$ cat config.mk
export PLATFORM = sky130hd
export DESIGN_NAME = wit_timer
export DESIGN_NICKNAME = d
export VERILOG_FILES = /design/src/rtl/wit_pkg.sv /design/src/rtl/wit_timer.sv /design/src/rtl/wit_prescaler.sv
export SDC_FILE = /design/constraint.sdc
export NUM_CORES = 1
export LEC_CHECK = 0
export ABC_AREA = 1
export BUFFER_PORTS_ARGS = -buffer_cell sky130_fd_sc_hd__buf_2
export CORE_MARGIN = 2
export CORE_UTILIZATION = 30
export DETAILED_ROUTE_END_ITERATION = 16
export GPL_ROUTABILITY_DRIVEN = 0
export PLACE_DENSITY = 0.47
export SYNTH_ARGS = -nofsm -noshare
export SYNTH_HDL_FRONTEND = slang
export SYNTH_SLANG_ARGS = --single-unit
$ cat constraint.sdc
create_clock -name clk -period 2.1 [get_ports clk]
set_input_delay 0 -clock clk [delete_from_list [all_inputs] [get_ports clk]]
set_output_delay 0 -clock clk [all_outputs]
set_load 0.005 [all_outputs]
$ cat src/rtl/wit_pkg.sv
// Purpose: shared constants and types for the watchdog/interval timer
// Assumes: 16-bit internal register port, byte or word accesses, 25 MHz clock
// Notes:   addresses are the low 16 bits of the internal address space
package wit_pkg;
  localparam logic [15:0] WIT_ADDR_TCS_W   = 16'hffa8; // word write: count / control-status
  localparam logic [15:0] WIT_ADDR_RCS_W   = 16'hffaa; // word write: reset control/status
  localparam logic [15:0] WIT_ADDR_TCS_R   = 16'hffa8; // byte read: control/status
  localparam logic [15:0] WIT_ADDR_CNT_R   = 16'hffa9; // byte read: up count
  localparam logic [15:0] WIT_ADDR_RCS_R   = 16'hffab; // byte read: reset control/status
  localparam logic [7:0]  WIT_KEY_CNT      = 8'h5a;
  localparam logic [7:0]  WIT_KEY_TCS      = 8'ha5;
  localparam logic [7:0]  WIT_RCS_CLR_DATA = 8'h00;
  localparam logic [7:0]  WIT_TCS_RESET    = 8'h18;
  localparam logic [7:0]  WIT_CNT_RESET    = 8'h00;
  localparam logic [7:0]  WIT_RCS_RESET    = 8'h3f;
  localparam logic [7:0]  WIT_TCS_FIXED1   = 8'h18;  // bits 4,3 read as one
  localparam logic [7:0]  WIT_RCS_FIXED1   = 8'h3f;  // bits 5..0 read as one
  localparam int          WIT_BIT_OVERFLOW = 7;
  localparam int          WIT_BIT_MODE     = 6;
  localparam int          WIT_BIT_RUN      = 5;
  localparam int          WIT_BIT_WD_STAT  = 7;
  localparam int          WIT_BIT_OUT_EN   = 6;
  localparam int          WIT_PRE_W        = 12;
  localparam int          WIT_INT_RST_STATES = 518;
  localparam int          WIT_EXT_RST_STATES = 132;
  localparam int          WIT_RST_CNT_W    = 10;

  typedef struct packed {
    logic        wr;      // write strobe, one cycle
    logic        rd;      // read strobe, one cycle
    logic        word;    // 1: 16-bit access, 0: byte access
    logic [15:0] addr;
    logic [15:0] wdata;
  } wit_bus_t;

  typedef struct packed {
    logic       ovf;
    logic       mode;
    logic       run;
    logic [2:0] cks;
  } wit_tcs_t;
endpackage : wit_pkg

$ cat src/rtl/wit_timer.sv
// Purpose: 8-bit watchdog / interval timer with password-protected writes
// Assumes: bus strobes are synchronous single-cycle pulses; rstn synced
// Notes:   internal reset request feeds the chip reset controller outside
`timescale 1ns/1ps
module wit_timer
  import wit_pkg::*;
(
  input  wire logic     clk,              // system clock, 25 MHz
  input  wire logic     rstn,             // synchronous reset from the reset pin, active low
  input  wire logic     standby,          // software standby entry level
  input  wire wit_bus_t bus,              // register access request
  output logic [7:0]    rdata,            // registered read data
  output logic          interval_irq,     // interval interrupt request level
  output logic          chip_reset_req,   // internal reset request, 518 states
  output logic          external_reset_out_n // external reset pin, active low
);
  logic [7:0]  watchdog_up_count_r, cnt_nxt;
  wit_tcs_t    tcs_r, tcs_nxt;
  logic        wd_status_r, wd_status_nxt;
  logic        out_en_r, out_en_nxt;
  logic [WIT_RST_CNT_W-1:0] fire_age_r, fire_age_nxt;
  logic        fire_oe_r, fire_oe_nxt;
  logic        ovf_seen_r, ovf_seen_nxt;
  logic [WIT_RST_CNT_W-1:0] irst_r, irst_nxt;
  logic [WIT_RST_CNT_W-1:0] xrst_r, xrst_nxt;
  logic [7:0]  rdata_nxt;
  logic        tick, ovf_ev, wd_fire;
  logic        wr_tcs, wr_cnt, wr_rclr, wr_roe;
  logic [7:0]  tcs_byte, rcs_byte;

  wit_prescaler u_pre (
    .clk  (clk),
    .rstn (rstn),
    .cks  (tcs_r.cks),
    .tick (tick)
  );

  function automatic logic word_wr(input wit_bus_t b, input logic [15:0] a,
                                   input logic [7:0] key);
    word_wr = b.wr && b.word && (b.addr == a) && (b.wdata[15:8] == key);
  endfunction : word_wr

  always_comb begin
    wr_cnt  = word_wr(bus, WIT_ADDR_TCS_W, WIT_KEY_CNT);
    wr_tcs  = word_wr(bus, WIT_ADDR_TCS_W, WIT_KEY_TCS);
    wr_rclr = word_wr(bus, WIT_ADDR_RCS_W, WIT_KEY_TCS)
              && (bus.wdata[7:0] == WIT_RCS_CLR_DATA);
    wr_roe  = word_wr(bus, WIT_ADDR_RCS_W, WIT_KEY_CNT);
    ovf_ev  = tcs_r.run && tick && !wr_cnt
              && (watchdog_up_count_r == 8'hff);
    wd_fire = ovf_ev && tcs_r.mode;
    tcs_byte = {tcs_r.ovf, tcs_r.mode, tcs_r.run, 2'b00, tcs_r.cks} | WIT_TCS_FIXED1;
    rcs_byte = {wd_status_r, out_en_r, 6'h00} | WIT_RCS_FIXED1;
  end

  // counter
  always_comb begin
    cnt_nxt = watchdog_up_count_r;
    if (wr_cnt)            cnt_nxt = bus.wdata[7:0];
    else if (tcs_r.run && tick) cnt_nxt = watchdog_up_count_r + 8'h01;
    if (!tcs_nxt.run)      cnt_nxt = WIT_CNT_RESET;
  end

  // control/status; flag clear needs a prior read of the flag as one
  always_comb begin
    tcs_nxt      = tcs_r;
    ovf_seen_nxt = ovf_seen_r;
    if (bus.rd && bus.addr == WIT_ADDR_TCS_R && tcs_r.ovf) ovf_seen_nxt = 1'b1;
    if (wr_tcs) begin
      tcs_nxt.mode = bus.wdata[WIT_BIT_MODE];
      tcs_nxt.run  = bus.wdata[WIT_BIT_RUN];
      tcs_nxt.cks  = bus.wdata[2:0];
      if (!bus.wdata[WIT_BIT_OVERFLOW] && ovf_seen_r) begin
        tcs_nxt.ovf  = 1'b0;
        ovf_seen_nxt = 1'b0;
      end
    end
    if (ovf_ev) tcs_nxt.ovf = 1'b1;
    if (standby) begin
      tcs_nxt.ovf  = 1'b0;
      tcs_nxt.mode = 1'b0;
      tcs_nxt.run  = 1'b0;
      ovf_seen_nxt = 1'b0;
    end
  end

  // reset status; reset pin wins since rstn branch comes first below
  always_comb begin
    wd_status_nxt = wd_status_r;
    out_en_nxt    = out_en_r;
    if (wr_rclr) wd_status_nxt = 1'b0;
    if (wr_roe)  out_en_nxt    = bus.wdata[WIT_BIT_OUT_EN];
    if (wd_fire) wd_status_nxt = 1'b1;
  end

  // reset pulse timers
  always_comb begin
    irst_nxt = (irst_r != '0) ? irst_r - 1'b1 : irst_r;
    xrst_nxt = (xrst_r != '0) ? xrst_r - 1'b1 : xrst_r;
    if (wd_fire) begin
      irst_nxt = WIT_RST_CNT_W'(WIT_INT_RST_STATES);
      xrst_nxt = out_en_r ? WIT_RST_CNT_W'(WIT_EXT_RST_STATES) : '0;
    end
  end

  always_comb begin
    rdata_nxt = rdata;
    if (bus.rd) begin
      case (bus.addr)
        WIT_ADDR_TCS_R: rdata_nxt = tcs_byte;
        WIT_ADDR_CNT_R: rdata_nxt = watchdog_up_count_r;
        WIT_ADDR_RCS_R: rdata_nxt = rcs_byte;
        default:        rdata_nxt = 8'h00;
      endcase
    end
  end

  // the watchdog's own reset request is not fed back here, so the reset
  // status bits survive it; the chip-level reset clears the rest
  always_ff @(posedge clk) begin
    if (!rstn) begin
      watchdog_up_count_r <= WIT_CNT_RESET;
      tcs_r      <= '0;
      ovf_seen_r <= 1'b0;
      wd_status_r <= 1'b0;
      out_en_r   <= 1'b0;
      irst_r     <= '0;
      xrst_r     <= '0;
      rdata      <= 8'h00;
    end else begin
      watchdog_up_count_r <= cnt_nxt;
      tcs_r      <= tcs_nxt;
      ovf_seen_r <= ovf_seen_nxt;
      wd_status_r <= wd_status_nxt;
      out_en_r   <= out_en_nxt;
      irst_r     <= irst_nxt;
      xrst_r     <= xrst_nxt;
      rdata      <= rdata_nxt;
    end
  end

  always_comb begin
    interval_irq         = tcs_r.ovf && !tcs_r.mode;
    chip_reset_req       = (irst_r != '0);
    external_reset_out_n = (xrst_r == '0);
  end

  property p_ovf_sets;
    @(posedge clk) disable iff (!rstn)
      (ovf_ev && !standby) |=> tcs_r.ovf;
  endproperty
  a_ovf_sets: assert property (p_ovf_sets) else $error("overflow flag not set");

  property p_run_off_zero;
    @(posedge clk) disable iff (!rstn)
      !tcs_r.run |-> watchdog_up_count_r == 8'h00;
  endproperty
  a_run_off_zero: assert property (p_run_off_zero) else $error("count not zero");

  property p_byte_ignored;
    @(posedge clk) disable iff (!rstn)
      (bus.wr && !bus.word && !tick && !standby) |=> $stable(watchdog_up_count_r);
  endproperty
  a_byte_ignored: assert property (p_byte_ignored) else $error("byte write took effect");

  property p_cnt_write;
    @(posedge clk) disable iff (!rstn)
      (wr_cnt && tcs_nxt.run) |=> watchdog_up_count_r == $past(bus.wdata[7:0]);
  endproperty
  a_cnt_write: assert property (p_cnt_write) else $error("count write lost");

  property p_status_set;
    @(posedge clk) disable iff (!rstn)
      wd_fire |=> wd_status_r && chip_reset_req;
  endproperty
  a_status_set: assert property (p_status_set) else $error("watchdog status not set");

  property p_ext_len;
    @(posedge clk) disable iff (!rstn)
      (wd_fire && out_en_r) |=> !external_reset_out_n [*8];
  endproperty
  a_ext_len: assert property (p_ext_len) else $error("external reset too short");

  property p_ext_gated;
    @(posedge clk) disable iff (!rstn)
      (wd_fire && !out_en_r) |=> external_reset_out_n;
  endproperty
  a_ext_gated: assert property (p_ext_gated) else $error("reset output not gated");

  property p_int_end;
    @(posedge clk) disable iff (!rstn)
      $rose(chip_reset_req) |-> chip_reset_req [*8] ##[1:600] !chip_reset_req;
  endproperty
  a_int_end: assert property (p_int_end) else $error("internal reset length wrong");

  property p_irq_mode;
    @(posedge clk) disable iff (!rstn)
      (ovf_ev && !tcs_r.mode && !wr_tcs && !standby) |=> interval_irq;
  endproperty
  a_irq_mode: assert property (p_irq_mode) else $error("interrupt not raised");

  // checker helper: cycles since the last watchdog fire, saturating, so the
  // pulse lengths are checked by a count kept apart from the pulse timers
  always_comb begin
    fire_age_nxt = fire_age_r;
    fire_oe_nxt  = fire_oe_r;
    if (wd_fire) begin
      fire_age_nxt = '0;
      fire_oe_nxt  = out_en_r;
    end else if (fire_age_r != '1) begin
      fire_age_nxt = fire_age_r + 1'b1;
    end
  end

  always_ff @(posedge clk) begin
    if (!rstn) begin
      fire_age_r <= '1;
      fire_oe_r  <= 1'b0;
    end else begin
      fire_age_r <= fire_age_nxt;
      fire_oe_r  <= fire_oe_nxt;
    end
  end

  property p_int_on;
    @(posedge clk) disable iff (!rstn)
      (fire_age_r < WIT_RST_CNT_W'(WIT_INT_RST_STATES)) |-> chip_reset_req;
  endproperty
  a_int_on: assert property (p_int_on) else $error("internal reset ended early");

  property p_int_off;
    @(posedge clk) disable iff (!rstn)
      (fire_age_r >= WIT_RST_CNT_W'(WIT_INT_RST_STATES)) |-> !chip_reset_req;
  endproperty
  a_int_off: assert property (p_int_off) else $error("internal reset too long");

  property p_ext_on;
    @(posedge clk) disable iff (!rstn)
      (fire_age_r < WIT_RST_CNT_W'(WIT_EXT_RST_STATES) && fire_oe_r)
        |-> !external_reset_out_n;
  endproperty
  a_ext_on: assert property (p_ext_on) else $error("external reset ended early");

  property p_ext_off;
    @(posedge clk) disable iff (!rstn)
      (fire_age_r < WIT_RST_CNT_W'(WIT_EXT_RST_STATES) && !fire_oe_r)
        |-> external_reset_out_n;
  endproperty
  a_ext_off: assert property (p_ext_off) else $error("external reset not gated");

  property p_ext_idle;
    @(posedge clk) disable iff (!rstn)
      (fire_age_r >= WIT_RST_CNT_W'(WIT_EXT_RST_STATES)) |-> external_reset_out_n;
  endproperty
  a_ext_idle: assert property (p_ext_idle) else $error("external reset not idle");

  property p_pin_clears;
    @(posedge clk)
      !rstn |=> (!wd_status_r && !out_en_r);
  endproperty
  a_pin_clears: assert property (p_pin_clears) else $error("pin reset kept status");

  property p_status_keep;
    @(posedge clk) disable iff (!rstn)
      (wd_status_r && !wr_rclr) |=> wd_status_r;
  endproperty
  a_status_keep: assert property (p_status_keep) else $error("watchdog status lost");

  property p_status_clear;
    @(posedge clk) disable iff (!rstn)
      (wr_rclr && !wd_fire) |=> !wd_status_r;
  endproperty
  a_status_clear: assert property (p_status_clear) else $error("status not cleared");

  property p_out_en_wr;
    @(posedge clk) disable iff (!rstn)
      wr_roe |=> out_en_r == $past(bus.wdata[WIT_BIT_OUT_EN]);
  endproperty
  a_out_en_wr: assert property (p_out_en_wr) else $error("output enable not written");

  property p_flag_hold;
    @(posedge clk) disable iff (!rstn)
      (tcs_r.ovf && !(wr_tcs && ovf_seen_r) && !standby) |=> tcs_r.ovf;
  endproperty
  a_flag_hold: assert property (p_flag_hold) else $error("overflow flag lost");

  property p_standby;
    @(posedge clk) disable iff (!rstn)
      (standby && !wr_tcs) |=> (!tcs_r.ovf && !tcs_r.mode && !tcs_r.run && $stable(tcs_r.cks));
  endproperty
  a_standby: assert property (p_standby) else $error("standby clear wrong");

  property p_read_cnt;
    @(posedge clk) disable iff (!rstn)
      (bus.rd && bus.addr == WIT_ADDR_CNT_R) |=> rdata == $past(watchdog_up_count_r);
  endproperty
  a_read_cnt: assert property (p_read_cnt) else $error("count read wrong");

  property p_up_step;
    @(posedge clk) disable iff (!rstn)
      (tcs_r.run && tick && !wr_cnt && tcs_nxt.run)
        |=> watchdog_up_count_r == 8'($past(watchdog_up_count_r) + 8'h01);
  endproperty
  a_up_step: assert property (p_up_step) else $error("count did not advance");
endmodule : wit_timer

$ cat src/rtl/wit_prescaler.sv
// Purpose: free-running system clock divider with eight selectable taps
// Assumes: clk is the system clock
// Notes:   pulse is one cycle wide at each falling edge of the chosen tap
`timescale 1ns/1ps
module wit_prescaler
  import wit_pkg::*;
(
  input  wire logic       clk,    // system clock
  input  wire logic       rstn,   // synchronous reset, active low
  input  wire logic [2:0] cks,    // tap select
  output logic            tick    // one-cycle count pulse
);
  logic [WIT_PRE_W-1:0] div_r, div_nxt;

  // tap bit index: divide by 2^(idx+1)
  function automatic int tap_idx(input logic [2:0] s);
    case (s)
      3'h0:    tap_idx = 0;
      3'h1:    tap_idx = 4;
      3'h2:    tap_idx = 5;
      3'h3:    tap_idx = 6;
      3'h4:    tap_idx = 7;
      3'h5:    tap_idx = 8;
      3'h6:    tap_idx = 10;
      default: tap_idx = 11;
    endcase
  endfunction : tap_idx

  always_comb begin
    div_nxt = div_r + 1'b1;
  end

  always_ff @(posedge clk) begin
    if (!rstn) div_r <= '0;
    else       div_r <= div_nxt;
  end

  // low bits all ones means the chosen tap falls on the next edge
  always_comb begin
    tick = &(div_r | ~((12'h001 << (tap_idx(cks) + 1)) - 12'h001));
  end
endmodule : wit_prescaler

==> impl_results.md <==
* Internal power at 2.45 mW
* Critical path buffer and inverter count at 1
* Fill cells at about 1,200
* Synth Cell Area at 3250 um^2
* Unrepaired setup endpoints after global routing: false
* Final Critical Period at between 1.5 and 2 ns
* Power Dens Cells at about 900 nW/um^2
* Drt drc at 0
* PortBufs at 48
* Worst-path cell chain: nor2_4 > nand2_2 > ha_1 > inv_1 > nand2_2 > nand2_2 > nor3_2 > nand2_1 > nor2_4 > nand4_4 > nand2_8 > nor2_1
* Maximum clock insertion buffer count at 2
* Final setup TNS at 0 ns
* Slack of the critical path at around 0.19 ns
* Pre-CTS setup slack at around 0.004 ns
* Switching pwr at approximately 1.2 mW
* Crit Path Max Fanout at 8
* CTS tree: done
* Synthesis warning total at 0
* Initial Util at 30.4%
* # Max-Cap Violations at 0
* Status: finished, final reports clean
* Initial antenna violation count at 0
* DRT iter0 DRCs at 148
* Syn_area_per_cell at a little under 7 um^2
* Hold Vio Cnt, Final at 0
* CP max-delay cell: dfxtp_4
* Critical path arrival at about 2.1 ns
* Net Count, Synth at 526
* Worst-skew pair later-pin latency at 0.35 ns
* WL final at roughly 8000 um
* Synthesis-to-layout area growth at 22.8%
* Post-synthesis cell count at around 480
* Seq cells post-synth at 57
* Drt pass-1 iters at 5
* H-Tree Depth at 3
* Leakage at approximately 1.7 nW
* Combinational cell fraction of total power at 28.6%
* Vias post-DR at ~3,200
* Most used cell, CP: nand2_2
* Clock network fraction of total power at a little over a third
* Hold/Removal Path Class: input port to flop
* Layout cell share with drive strength beyond 1 at 19.8%
* Part of the power in registers at between 30 and 40%
* ANT nets after route at 0
* Grt ovf at 0
* Largest net degree at the start of global routing at 27
* Final Setup Violations at 0
* Yosys cell types at 38
* First-pass GRT wire length at between 10,000 and 15,000 um
* Row count at 38
* Core ar. at 10,700 um^2
* Clock-pin slew on the worst setup and hold paths at about 0.070 ns
* Routed vias/inst at roughly 4.6
* Critical Path Sink Type: flop
* Io pins at between 40 and 50
* CTS buffer count at 9
* DP Wirelength at 6160 um
* Startpoint Class: flop
* NumNets Final at between 500 and 600
* Routed len/inst at 11.6 um
* Full die area at between 10,000 and 15,000 um^2
* Sink Count at 57
* Max IR drop VDD at roughly 0.43 mV
* Max-slew violations at 0
* Final Power at about 3.7 mW
* Final setup skew at 0.0125 ns
* Crit path largest cell delay at between 0.3 and 0.4 ns
* Vias in the first global route at between 2,000 and 3,000
* Sw frac at approximately a third
* Antenna diode count at 0
* CP required at ~2.3 ns
* Seq/Total Area, Yosys at between 30% and 40%
* Clock Tree Root: clkbuf_8
* Die width at around 110 um
* Die Ht at approximately 110 um
* Max frequency at roughly 520 MHz
* WS Path Type: flop to flop
* Period utilization at between 90% and 100%
* Crit-path leading delay family: simple AND/OR/NAND/NOR gates
* GRT Total Usage at approximately 15%
## metal layers
metal	vias to the layer above	wire [um]	GRT usage (%)	part of all wire, %
met5	-	0	0	0
met4	0	90	4.03	1.1
met3	7	330	4.16	4.1
met2	61	3600	24.4	45
met1	1401	4000	18.9	50
li1	1687	-	-	-
## sequential cells by signal, indices dropped and copies added, names as in the netlist
signal               count
xrst_r                  10
u_pre.div_r             12
rdata                    8
irst_r                  10
watchdog_up_count_r      8
out_en_r                 1
wd_status_r              1
ovf_seen_r               1
tcs_byte                 6
## metrics by stage
step           cell area [um^2]  util, %  hold slack [ns]  instances
6_report                   4000     37.4           0.0160        691
5_1_grt                    4000     37.4           0.0186        691
4_1_cts                    3950     36.9          0.00697        689
3_5_place_dp               3640     34.0            0.302        668
3_3_place_gp               3640     34.0            0.296        668
2_1_floorplan              3250        -            0.149        483
## cell usage after synthesis (all sizes together)
| master | number | area share [%] |
|---|---|---|
| a21oi | 36 | 5.5 |
| clkinv | 1 | 0.12 |
| a21boi | 1 | 0.23 |
| o21a | 1 | 0.23 |
| o211ai | 2 | 0.46 |
| nand3b | 1 | 0.23 |
| a22oi | 1 | 0.23 |
| clkbuf | 3 | 0.35 |
| nand2 | 104 | 12 |
| xor2 | 12 | 3.2 |
| o21ai | 38 | 6.4 |
| ha | 5 | 1.9 |
| xnor2 | 3 | 0.81 |
| nor4 | 2 | 0.38 |
| buf | 4 | 1.5 |
| nor2 | 80 | 11 |
| nand3 | 37 | 6.2 |
| inv | 68 | 7.8 |
| nand4 | 11 | 2.6 |
| o22ai | 1 | 0.19 |
| conb | 1 | 0.12 |
| or2 | 2 | 0.38 |
| dfxtp | 57 | 35 |
| nor3 | 12 | 2.3 |
## timing repair
action,in CTS,in global routing
gates resized for setup,1,8
setup buffers,0,1
setup endpoints to repair,1,25
cloned,0,1
pin swaps,0,5
hold buffers,5,0
hold endpoints to repair,7,0
## final timing paths
path / from / endpoint / slack [ns] / depth (start not counted)
hold reg to reg: rdata[7]$_SDFFE_PN0P_ / rdata[7]$_SDFFE_PN0P_ / 0.47 / 2
setup / recovery: tcs_byte[0]$_SDFFE_PN0P_ / xrst_r[5]$_SDFFE_PN0P_ / 0.19 / 12
setup reg to reg: tcs_byte[0]$_SDFFE_PN0P_ / xrst_r[5]$_SDFFE_PN0P_ / 0.19 / 12
hold / removal: standby / tcs_byte[6]$_SDFFE_PP0P_ / 0.02 / 4
## kinds of logic (layout without fill, tap and decap cells)
group                    count (synthesis)  after routing  share of synthesized area [%]
AO/OA/AOI/OAI                           80             80                           13.3
buffers and inverters                   76            143                           9.77
flip-flops                              57             57                           35.1
XOR/XNOR                                15             15                           4.04
adder cells (fa/ha/maj)                  5              5                           1.92
other                                    1              1                          0.115
AND/OR/NAND/NOR                        249            250                           35.8
## tightest hold or removal path: stages
cell     delay (ns)
buf_2          0.09
nor2_1         0.09
o21ai_0        0.09
a21oi_1        0.04
## power by group through the flow
stage	combinational, mW	sequential (mW)	clock [mW]
after floorplan	0.833	1.31	0
after global placement	1.02	1.34	0
after detailed placement	1.03	1.34	0
after CTS	1.05	1.31	1.34
after global routing	1.22	1.33	1.39
final	1.04	1.31	1.30
## final cells by class
cell class                      instances  area (um^2)  share of cell area, %
Multi-Input combinational cell        351         1840                   46.1
Tap cell                              140          175                   4.38
Timing Repair Buffer                   58          328                   8.20
Clock buffer                            9          124                   3.10
Sequential cell                        57         1140                   28.6
Clock inverter                          7          125                   3.13
Inverter                               69          259                   6.48
## cell usage in the layout (no fill, tap or decap), types with 2 or more instances in the layout
master,count
nor2_1,64
nand2_8,2
dlygate4sd3_1,5
buf_4,5
nor4_1,2
bufinv_16,3
o21ai_1,3
clkbuf_8,9
nor2_2,12
or2_2,2
ha_1,5
clkinv_4,2
nand4_1,10
xnor2_1,3
nor3_1,9
xor2_1,12
nand2_1,97
inv_6,2
dfxtp_1,56
o21ai_2,5
nor2_4,3
nor3_2,3
o21ai_0,30
nand3_1,35
o211ai_1,2
a21oi_1,36
nand2_2,5
inv_2,2
inv_1,66
buf_2,48
Power figures use the tool's default switching activity.
